### src/pkg/dps_defs.svh
// offsets, field positions, reset values and counts for the diskette phase sequencer
`ifndef DPS_DEFS_SVH
`define DPS_DEFS_SVH

// io addresses, primary and secondary sets
`define DPS_MAIN_STATUS_PRI 16'h03F4
`define DPS_MAIN_STATUS_SEC 16'h0374
`define DPS_DATA_PRI 16'h03F5
`define DPS_DATA_SEC 16'h0375

// main status register fields
`define DPS_MSR_RQM 7
`define DPS_MSR_DIO 6
`define DPS_MSR_NDMA 5
`define DPS_MSR_BUSY 4
`define DPS_MSR_RESET 8'h00
`define DPS_RDATA_RESET 8'h00

// command codes (low five bits of the first byte)
`define DPS_OP_SPECIFY 5'h03
`define DPS_OP_SENSE_DRIVE 5'h04
`define DPS_OP_WRITE_DATA 5'h05
`define DPS_OP_READ_DATA 5'h06
`define DPS_OP_RECAL 5'h07
`define DPS_OP_SENSE_INT 5'h08
`define DPS_OP_SEEK 5'h0F

// first result byte values
`define DPS_ST_OK 8'h00
`define DPS_ST_INVALID 8'h80

// sizes and counts
`define DPS_MAX_PARAMS 8
`define DPS_MAX_RESULTS 7
`define DPS_XFER_BYTES 10'd512

`endif

### src/pkg/dps_pkg.sv
// types shared by the diskette phase sequencer
package dps_pkg;

  // gray order along idle -> command -> execution -> results
  typedef enum logic [1:0] {
    DPS_IDLE = 2'b00,
    DPS_CMD = 2'b01,
    DPS_EXEC = 2'b11,
    DPS_RES = 2'b10
  } dps_phase_t;

  typedef enum logic [1:0] {
    DPS_K_INTERNAL = 2'b00,
    DPS_K_MECH = 2'b01,
    DPS_K_DMA_RD = 2'b10,
    DPS_K_DMA_WR = 2'b11
  } dps_kind_t;

endpackage

### src/hw/dps_cmd_table.sv
// command byte decode: parameter count, result count and execution kind
`timescale 1ns/1ps
`include "dps_defs.svh"

module dps_cmd_table (
  // command byte
  input wire logic [7:0] i_code,
  // decoded shape
  output logic [3:0] o_nparam,
  output logic [2:0] o_nres,
  output dps_pkg::dps_kind_t o_kind,
  output logic o_valid
);

  wire [4:0] op = i_code[4:0];

  always_comb begin
    o_nparam = 4'h0;
    o_nres = 3'h1;
    o_kind = dps_pkg::DPS_K_INTERNAL;
    o_valid = 1'b1;
    case (op)
      `DPS_OP_SPECIFY: begin
        o_nparam = 4'h2;
        o_nres = 3'h0;
      end
      `DPS_OP_SENSE_DRIVE: begin
        o_nparam = 4'h1;
      end
      `DPS_OP_WRITE_DATA: begin
        o_nparam = 4'h8;
        o_nres = 3'h7;
        o_kind = dps_pkg::DPS_K_DMA_WR;
      end
      `DPS_OP_READ_DATA: begin
        o_nparam = 4'h8;
        o_nres = 3'h7;
        o_kind = dps_pkg::DPS_K_DMA_RD;
      end
      `DPS_OP_RECAL: begin
        o_nparam = 4'h1;
        o_nres = 3'h0;
        o_kind = dps_pkg::DPS_K_MECH;
      end
      `DPS_OP_SENSE_INT: begin
        o_nres = 3'h2;
      end
      `DPS_OP_SEEK: begin
        o_nparam = 4'h2;
        o_nres = 3'h0;
        o_kind = dps_pkg::DPS_K_MECH;
      end
      default: begin
        // unknown code: no parameters, one status byte flags it
        o_valid = 1'b0;
      end
    endcase
  end

endmodule // dps_cmd_table

### src/hw/dps_phase_seq.sv
// diskette controller phase sequencer: io port registers, phases, dma handshake
`timescale 1ns/1ps
`include "dps_defs.svh"

module dps_phase_seq (
  // clock and reset
  input wire logic i_mclk,
  input wire logic i_rst,
  // host io port, synchronous to i_mclk
  input wire logic [15:0] i_io_addr,
  input wire logic i_io_wr,
  input wire logic i_io_rd,
  input wire logic [7:0] i_io_wdata,
  output logic [7:0] o_io_rdata,
  // dma channel two, synchronous to i_mclk
  output logic o_dma_request_ch_two,
  input wire logic i_dma_ack_ch_two_n,
  // drive side
  output logic o_drv_start,
  output logic o_drv_wstrobe,
  output logic [7:0] o_drv_wdata,
  input wire logic [7:0] i_drv_rdata,
  input wire logic i_drv_done,
  // phase view
  output logic [1:0] o_phase
);

  dps_pkg::dps_phase_t phase_r, phase_nxt;
  dps_pkg::dps_kind_t kind_r, tbl_kind;
  logic [7:0] cmd_r;
  logic [7:0] param_r [`DPS_MAX_PARAMS];
  logic [3:0] pcnt_r;
  logic [3:0] nparam_r;
  logic [2:0] nres_r;
  logic [2:0] rcnt_r;
  logic valid_r;
  logic rqm_r;
  logic [9:0] xfer_r;
  logic [7:0] rdata_r;
  logic dreq_r;
  logic start_r;
  logic wstb_r;
  logic [7:0] wdata_r;
  logic done_s1_r, done_s2_r;
  logic [3:0] tbl_nparam;
  logic [2:0] tbl_nres;
  logic tbl_valid;

  // the drive completion line is a pin: two flip-flops before any use
  always_ff @(posedge i_mclk or posedge i_rst) begin
    if (i_rst) begin
      done_s1_r <= 1'b0;
      done_s2_r <= 1'b0;
    end else begin
      done_s1_r <= i_drv_done;
      done_s2_r <= done_s1_r;
    end
  end

  // address decode, either address set answers
  wire sel_msr = (i_io_addr == `DPS_MAIN_STATUS_PRI) || (i_io_addr == `DPS_MAIN_STATUS_SEC);
  wire sel_data = (i_io_addr == `DPS_DATA_PRI) || (i_io_addr == `DPS_DATA_SEC);
  wire dma_on = (phase_r == dps_pkg::DPS_EXEC) && kind_r[1];
  wire dma_beat = dma_on && dreq_r && !i_dma_ack_ch_two_n && (i_io_rd || i_io_wr);
  // during a dma beat the strobes belong to the dma cycle, not to the ports
  wire host_wr = i_io_wr && sel_data && !dma_beat;
  wire host_rd = i_io_rd && sel_data && !dma_beat;
  wire accepts_byte = (phase_r == dps_pkg::DPS_IDLE) || (phase_r == dps_pkg::DPS_CMD);
  wire byte_in = host_wr && rqm_r && accepts_byte;
  wire byte_out = host_rd && rqm_r && (phase_r == dps_pkg::DPS_RES);
  wire first_byte = byte_in && (phase_r == dps_pkg::DPS_IDLE);

  // the table sees the incoming byte on the first write, the held code afterwards
  wire [7:0] code_now = first_byte ? i_io_wdata : cmd_r;

  dps_cmd_table u_table (
    .i_code(code_now),
    .o_nparam(tbl_nparam),
    .o_nres(tbl_nres),
    .o_kind(tbl_kind),
    .o_valid(tbl_valid)
  );

  wire params_full = first_byte ? (tbl_nparam == 4'h0) : (byte_in && (pcnt_r + 4'h1 == nparam_r));
  wire last_dma = dma_beat && (xfer_r == 10'd1);
  wire exec_done = (phase_r == dps_pkg::DPS_EXEC) &&
                   ((kind_r == dps_pkg::DPS_K_INTERNAL) ||
                    ((kind_r == dps_pkg::DPS_K_MECH) && done_s2_r && !start_r) ||
                    (kind_r[1] && last_dma));
  wire last_res = byte_out && (rcnt_r + 3'h1 == nres_r);

  // phase sequence: command, execution, results, never skipping back
  always_comb begin
    phase_nxt = phase_r;
    case (phase_r)
      dps_pkg::DPS_IDLE: begin
        if (first_byte && params_full) begin
          phase_nxt = dps_pkg::DPS_EXEC;
        end else if (first_byte) begin
          phase_nxt = dps_pkg::DPS_CMD;
        end
      end
      dps_pkg::DPS_CMD: begin
        if (params_full) begin
          phase_nxt = dps_pkg::DPS_EXEC;
        end
      end
      dps_pkg::DPS_EXEC: begin
        if (exec_done && (nres_r == 3'h0)) begin
          phase_nxt = dps_pkg::DPS_IDLE;
        end else if (exec_done) begin
          phase_nxt = dps_pkg::DPS_RES;
        end
      end
      dps_pkg::DPS_RES: begin
        if (last_res) begin
          phase_nxt = dps_pkg::DPS_IDLE;
        end
      end
      default: phase_nxt = dps_pkg::DPS_IDLE;
    endcase
  end

  always_ff @(posedge i_mclk or posedge i_rst) begin
    if (i_rst) begin
      phase_r <= dps_pkg::DPS_IDLE;
    end else begin
      phase_r <= phase_nxt;
    end
  end

  // command code and its decoded shape, caught with the first byte
  always_ff @(posedge i_mclk or posedge i_rst) begin
    if (i_rst) begin
      cmd_r <= 8'h00;
      nparam_r <= 4'h0;
      nres_r <= 3'h0;
      kind_r <= dps_pkg::DPS_K_INTERNAL;
      valid_r <= 1'b1;
    end else if (first_byte) begin
      cmd_r <= i_io_wdata;
      nparam_r <= tbl_nparam;
      nres_r <= tbl_nres;
      kind_r <= tbl_kind;
      valid_r <= tbl_valid;
    end
  end

  // parameter store and counters
  always_ff @(posedge i_mclk or posedge i_rst) begin
    if (i_rst) begin
      pcnt_r <= 4'h0;
    end else if (first_byte) begin
      pcnt_r <= 4'h0;
    end else if (byte_in) begin
      pcnt_r <= pcnt_r + 4'h1;
    end
  end

  genvar gi;
  generate
    for (gi = 0; gi < `DPS_MAX_PARAMS; gi++) begin : g_param
      always_ff @(posedge i_mclk or posedge i_rst) begin
        if (i_rst) begin
          param_r[gi] <= 8'h00;
        end else if (byte_in && !first_byte && (pcnt_r == 4'(gi))) begin
          param_r[gi] <= i_io_wdata;
        end
      end
    end
  endgenerate

  always_ff @(posedge i_mclk or posedge i_rst) begin
    if (i_rst) begin
      rcnt_r <= 3'h0;
    end else if (phase_r != dps_pkg::DPS_RES) begin
      rcnt_r <= 3'h0;
    end else if (byte_out) begin
      rcnt_r <= rcnt_r + 3'h1;
    end
  end

  // request for master: drops after each byte, for one cycle unless execution follows, so the host must poll
  wire rqm_nxt = !(byte_in || byte_out) &&
                 ((phase_nxt == dps_pkg::DPS_IDLE) || (phase_nxt == dps_pkg::DPS_CMD) ||
                  (phase_nxt == dps_pkg::DPS_RES));

  always_ff @(posedge i_mclk or posedge i_rst) begin
    if (i_rst) begin
      rqm_r <= 1'b1;
    end else begin
      rqm_r <= rqm_nxt;
    end
  end

  // result byte: first is status, the rest echo the parameters
  wire [7:0] res_byte = (rcnt_r == 3'h0) ? (valid_r ? `DPS_ST_OK : `DPS_ST_INVALID)
                                         : param_r[rcnt_r - 3'h1];
  wire [7:0] msr_byte = {rqm_r, (phase_r == dps_pkg::DPS_RES), 1'b0,
                         (phase_r != dps_pkg::DPS_IDLE), 4'h0};
  wire [7:0] rd_sel = sel_msr ? msr_byte : (byte_out ? res_byte : `DPS_RDATA_RESET);

  // read data is registered: it appears one cycle after the read strobe
  always_ff @(posedge i_mclk or posedge i_rst) begin
    if (i_rst) begin
      rdata_r <= `DPS_RDATA_RESET;
    end else if (dma_beat && (kind_r == dps_pkg::DPS_K_DMA_RD)) begin
      rdata_r <= i_drv_rdata;
    end else if (i_io_rd) begin
      rdata_r <= rd_sel;
    end
  end

  // dma channel two: request held until the last byte of the transfer
  always_ff @(posedge i_mclk or posedge i_rst) begin
    if (i_rst) begin
      xfer_r <= 10'd0;
      dreq_r <= 1'b0;
    end else if ((phase_r != dps_pkg::DPS_EXEC) && (phase_nxt == dps_pkg::DPS_EXEC) &&
                 code_is_dma(tbl_kind, kind_r, first_byte)) begin
      xfer_r <= `DPS_XFER_BYTES;
      dreq_r <= 1'b1;
    end else if (dma_beat) begin
      xfer_r <= xfer_r - 10'd1;
      dreq_r <= !last_dma;
    end
  end

  function automatic logic code_is_dma(input dps_pkg::dps_kind_t k_new,
                                       input dps_pkg::dps_kind_t k_held,
                                       input logic use_new);
    code_is_dma = use_new ? k_new[1] : k_held[1];
  endfunction

  // drive side: a start pulse for mechanical work, write bytes to the drive
  always_ff @(posedge i_mclk or posedge i_rst) begin
    if (i_rst) begin
      start_r <= 1'b0;
      wstb_r <= 1'b0;
      wdata_r <= 8'h00;
    end else begin
      start_r <= (phase_r != dps_pkg::DPS_EXEC) && (phase_nxt == dps_pkg::DPS_EXEC) &&
                 ((first_byte ? tbl_kind : kind_r) == dps_pkg::DPS_K_MECH);
      wstb_r <= dma_beat && (kind_r == dps_pkg::DPS_K_DMA_WR);
      if (dma_beat && (kind_r == dps_pkg::DPS_K_DMA_WR)) begin
        wdata_r <= i_io_wdata;
      end
    end
  end

  assign o_io_rdata = rdata_r;
  assign o_dma_request_ch_two = dreq_r;
  assign o_drv_start = start_r;
  assign o_drv_wstrobe = wstb_r;
  assign o_drv_wdata = wdata_r;
  assign o_phase = phase_r;

endmodule // dps_phase_seq

### config.mk
export PLATFORM = sky130hd
export DESIGN_NAME = dps_phase_seq
export DESIGN_NICKNAME = d
export VERILOG_FILES = /design/src/pkg/dps_pkg.sv /design/src/hw/dps_cmd_table.sv /design/src/hw/dps_phase_seq.sv
export VERILOG_INCLUDE_DIRS = /design/src /design/src/pkg
export SDC_FILE = /design/constraint.sdc
export NUM_CORES = 1
export LEC_CHECK = 0
export ABC_AREA = 1
export CAP_MARGIN = 15
export CORE_ASPECT_RATIO = 0.75
export CORE_MARGIN = 10
export CORE_UTILIZATION = 50
export CTS_BUF_LIST = sky130_fd_sc_hd__clkbuf_8
export CTS_CLUSTER_SIZE = 40
export DETAILED_ROUTE_END_ITERATION = 16
export DONT_BUFFER_PORTS = 1
export SLEW_MARGIN = 20
export SYNTH_ARGS = -nofsm -noshare
export SYNTH_HDL_FRONTEND = slang
export SYNTH_SLANG_ARGS = --single-unit
### constraint.sdc
create_clock -name i_mclk -period 4.6 [get_ports i_mclk]
set_input_delay 0 -clock i_mclk [delete_from_list [all_inputs] [get_ports i_mclk]]
set_output_delay 0 -clock i_mclk [all_outputs]
set_load 0.005 [all_outputs]
==> impl_metrics.yaml <==
run_status:
  status: "complete, no violations"
synthesis:
  yosys.area.top_type: "dfrtp_1"
  yosys_warnings: 0
  synth.avg_cell_area_um2: 8.41
  ys.flop_type: "dfrtp_1"
  netlist.area_leader.share_pct: 50.5
  synth_edf_count: 0
  ys_ff_latch: 119
  syn_inst: 690
  seq_area_frac_synth_pct: 51.4
  syn_area_um2: 5800
  synth.net_count: 737
  synth-async-reset-ratio_pct: 100
  synth.area.top_cells: "dfrtp_1 (50%), nand2_1 (12%), o21ai_0 (7.7%)"
  synth.distinct_cells: 47
clock_network:
  clockBufferDepth: 2
  postCtsSetupBuffers: 0
  cts.sinks: 119
  clk_pin_slew_ps: 70
  cts_tree: "done"
  numCtsBuffers: 17
  cts_resized: 0
  cts_root_buf: "clkbuf_8"
  htreeDepth: 4
  clkLatencyLatePin_ps: 430
  postCtsHoldBufs: 24
global_routing:
  grt_pass1_vias: 4607
  antenna_found_initial: 0
  grt_overflow_total: 0
  grt_max_degree: 79
  grt_pass1_wl_um: 24000
  track_usage_pct: 18.4
final_layout:
  finalNonFillerCells: 866
  finalNetCount: 762
  fin_area_um2: 6540
  num_antenna_cells: 0
  area_growth_pct: 12.7
  drive_gt1_share_pct: 9.37
setup_path:
  path_cells: "inv_1, buf_4, ha_1, clkinv_1, buf_4, o21ai_0, o22ai_1, nand2_1, a21oi_1, o22a_1, dlygate4sd3_1"
  start_kind: "register"
  cp_slowest_cell: "ha_1"
  startpoint: "rcnt_r[0]"
  path_delay_family: "buffers and inverters"
  rr_worst_depth: 11
  r2r_start: "rcnt_r[0]"
  r2r_slack_ps: 1390
  cpMostUsedCell: "buf_4"
  critical_path_class: "reg2reg"
  critPathCaptureType: "register"
  cp-endpoint: "o_io_rdata[6]"
  cp.depth: 11
  critPathRequiredTime_ps: 4960
  reg2reg_to: "o_io_rdata[6]"
  worst-path-buf-inv: 5
  crit_fanout: 34
  max_stage_delay_ps: 560
  arrival_ps: 3570
routing:
  firstDrtPassIters: 5
  viasPerCell: 5.43
  highest_layer: "met4"
  drc: 0
  drt_iter0_markers: 380
  via_count: 4703
  wl_met2_um: 6520
  met3WireLength_um: 761
  routed_wl_um: 14400
  wl_per_cell_um: 16.6
  wl_met1_um: 6960
  ant_nets: 0
sta:
  timing.final.ws_setup_ps: 1390
  fmax_mhz: 311
  final-setup-viol-count: 0
  maxSlewHeadroom_pct: 35.8
  drv_slew: 0
  finalSetupTns_ps: 0
  hold_viol: 0
  finalCriticalPeriod_ps: 3210
  fin_skew_ps: 8.94
  rsz0062_at_grt: "false"
  worstMarginPinSlew_ps: 963
  period_share_pct: 69.8
placement:
  dp_hpwl_um: 9880
  postPlaceCellArea_um2: 5910
  portBuffers: 0
  dp.cells: 812
  pre_cts_ws_ps: 1550
  gp_congestion: 0.809
die:
  pin_count: 59
  start_util_pct: 52.1
  die_area_um2: 16400
  rows: 33
  core_um2: 11100
  die_x_um: 144
  die_h_um: 113
power:
  swShare_pct: 22.7
  p_switching_mw: 0.471
  clkPwrFrac_pct: 45.6
  power_frac_comb_pct: 3.4
  internal-power_mw: 1.60
  leakagePower_nw: 3.22
  design_power_total_mw: 2.07
  p_seq_share_pct: 51.0
  power_density_nw_per_um2: 317
  vdd_drop_max_uv: 210
worst_hold_path:
  hp-class: "in2reg"
job:
  max_cap_viol_count: 0
[cell usage after synthesis, drive strengths merged, types with 2 or more instances]
cell / n
nand2: 197
dfrtp: 117
o21ai: 93
inv: 75
nor2: 37
a21oi: 34
nand3: 34
clkbuf: 15
a221oi: 10
ha: 9
buf: 8
nand4: 8
xnor2: 8
nor3: 7
xor2: 7
or2: 4
a221o: 3
o21a: 3
a22o: 2
dfstp: 2
o22a: 2
o22ai: 2
o31ai: 2
[cell usage in the layout, fill, tap and decap left out, types with 2 or more instances in the layout]
master         synthesis  layout
nor2_1                30      30
nor2_4                 2       2
a21oi_1               33      33
o21ai_1                2       2
nand2_2               12      12
nand3_2                2       2
dlygate4sd3_1          0      24
ha_1                   9       9
dfstp_2                2       2
inv_1                 75      75
buf_4                  2       5
o21ai_0               89      89
o22a_1                 2       2
bufinv_16              0       2
a221oi_1              10      10
xor2_1                 7       7
o21ai_2                2       2
clkbuf_8               0      21
nand4_1                7       7
o31ai_1                2       2
a22o_1                 2       2
nor2_2                 5       5
nor3_1                 6       6
or2_2                  4       4
o22ai_1                2       2
a221o_1                3       3
dfrtp_1              117     117
xnor2_1                8       8
nand3_1               31      31
o21a_1                 3       3
clkinv_2               0       3
clkinvlp_4             0       3
nand2_1              185     185
[worst reg2reg max path: stages, from the launching register on]
cell and delay [ps]:
dfrtp_1 370, inv_1 50, buf_4 340, ha_1 560, clkinv_1 140, buf_4 270
o21ai_0 130, o22ai_1 180, nand2_1 70, a21oi_1 310, o22a_1 170, dlygate4sd3_1 540
[power groups by stage]
stage	clock [mW]	sequential (mW)	combinational [mW]
2_1_floorplan	0	1.08	0.0405
3_3_place_gp	0	1.08	0.0553
3_5_place_dp	0	1.08	0.0565
4_1_cts	0.960	1.06	0.0724
5_1_grt	1.01	1.06	0.0815
6_report	0.946	1.06	0.0703
[flip-flops by register name (all words and copies together), names as in the netlist, 3 cells and up]
| signal | flops |
|---|---|
| o_io_rdata | 8 |
| param_r | 64 |
| xfer_r | 10 |
| nparam_r | 3 |
| cmd_r | 5 |
| nres_r | 3 |
| pcnt_r | 4 |
| o_drv_wdata | 8 |
| rcnt_r | 3 |
[worst min-delay path by stage]
stage | start | end | slack (ps) | depth (start not counted)
floorplan | i_drv_done | done_s1_r | 30 | 0
global placement | i_drv_done | done_s1_r | 30 | 0
detailed placement | i_drv_done | done_s1_r | 30 | 0
CTS | i_io_addr[1] | o_io_rdata[7] | 9 | 5
global route | i_io_addr[1] | valid_r | 80 | 6
finish | i_io_addr[1] | o_io_rdata[7] | 6 | 5
[layer usage]
metal  vias up  global-route usage [%]
met4         0                    5.11
met1      2267                    25.8
met5         -                       0
met2       115                    27.8
li1       2310                       -
met3        11                    4.35
[stage by stage]
step	hold WS, ps	utilization [%]
global placement	31.6	53.0
global route	83.5	58.7
detailed placement	31.6	53.0
finish	6.43	58.7
CTS	8.52	58.7
floorplan	31.4	-
[cell type report]
class | count | area (um2)
Clock inverter | 9 | 101
Inverter | 76 | 288
Sequential cell | 119 | 2980
Timing Repair Buffer | 29 | 278
Multi-Input combinational cell | 472 | 2430
Clock buffer | 21 | 289
Fill cell | 1007 | 4610
Tap cell | 140 | 175
[logic make-up (layout without fill, tap and decap cells)]
logic type	Yosys count	in the layout	synth area share [%]
AOI/OAI and AO/OA	158	158	15.7
xor gates and xnor gates	15	15	2.26
adders and majority gates	9	9	1.94
buffers and inverters	99	135	6.81
DFF	119	119	51.4
and+or+nand+nor	290	290	21.9
(Power assumes the default switching activity.)
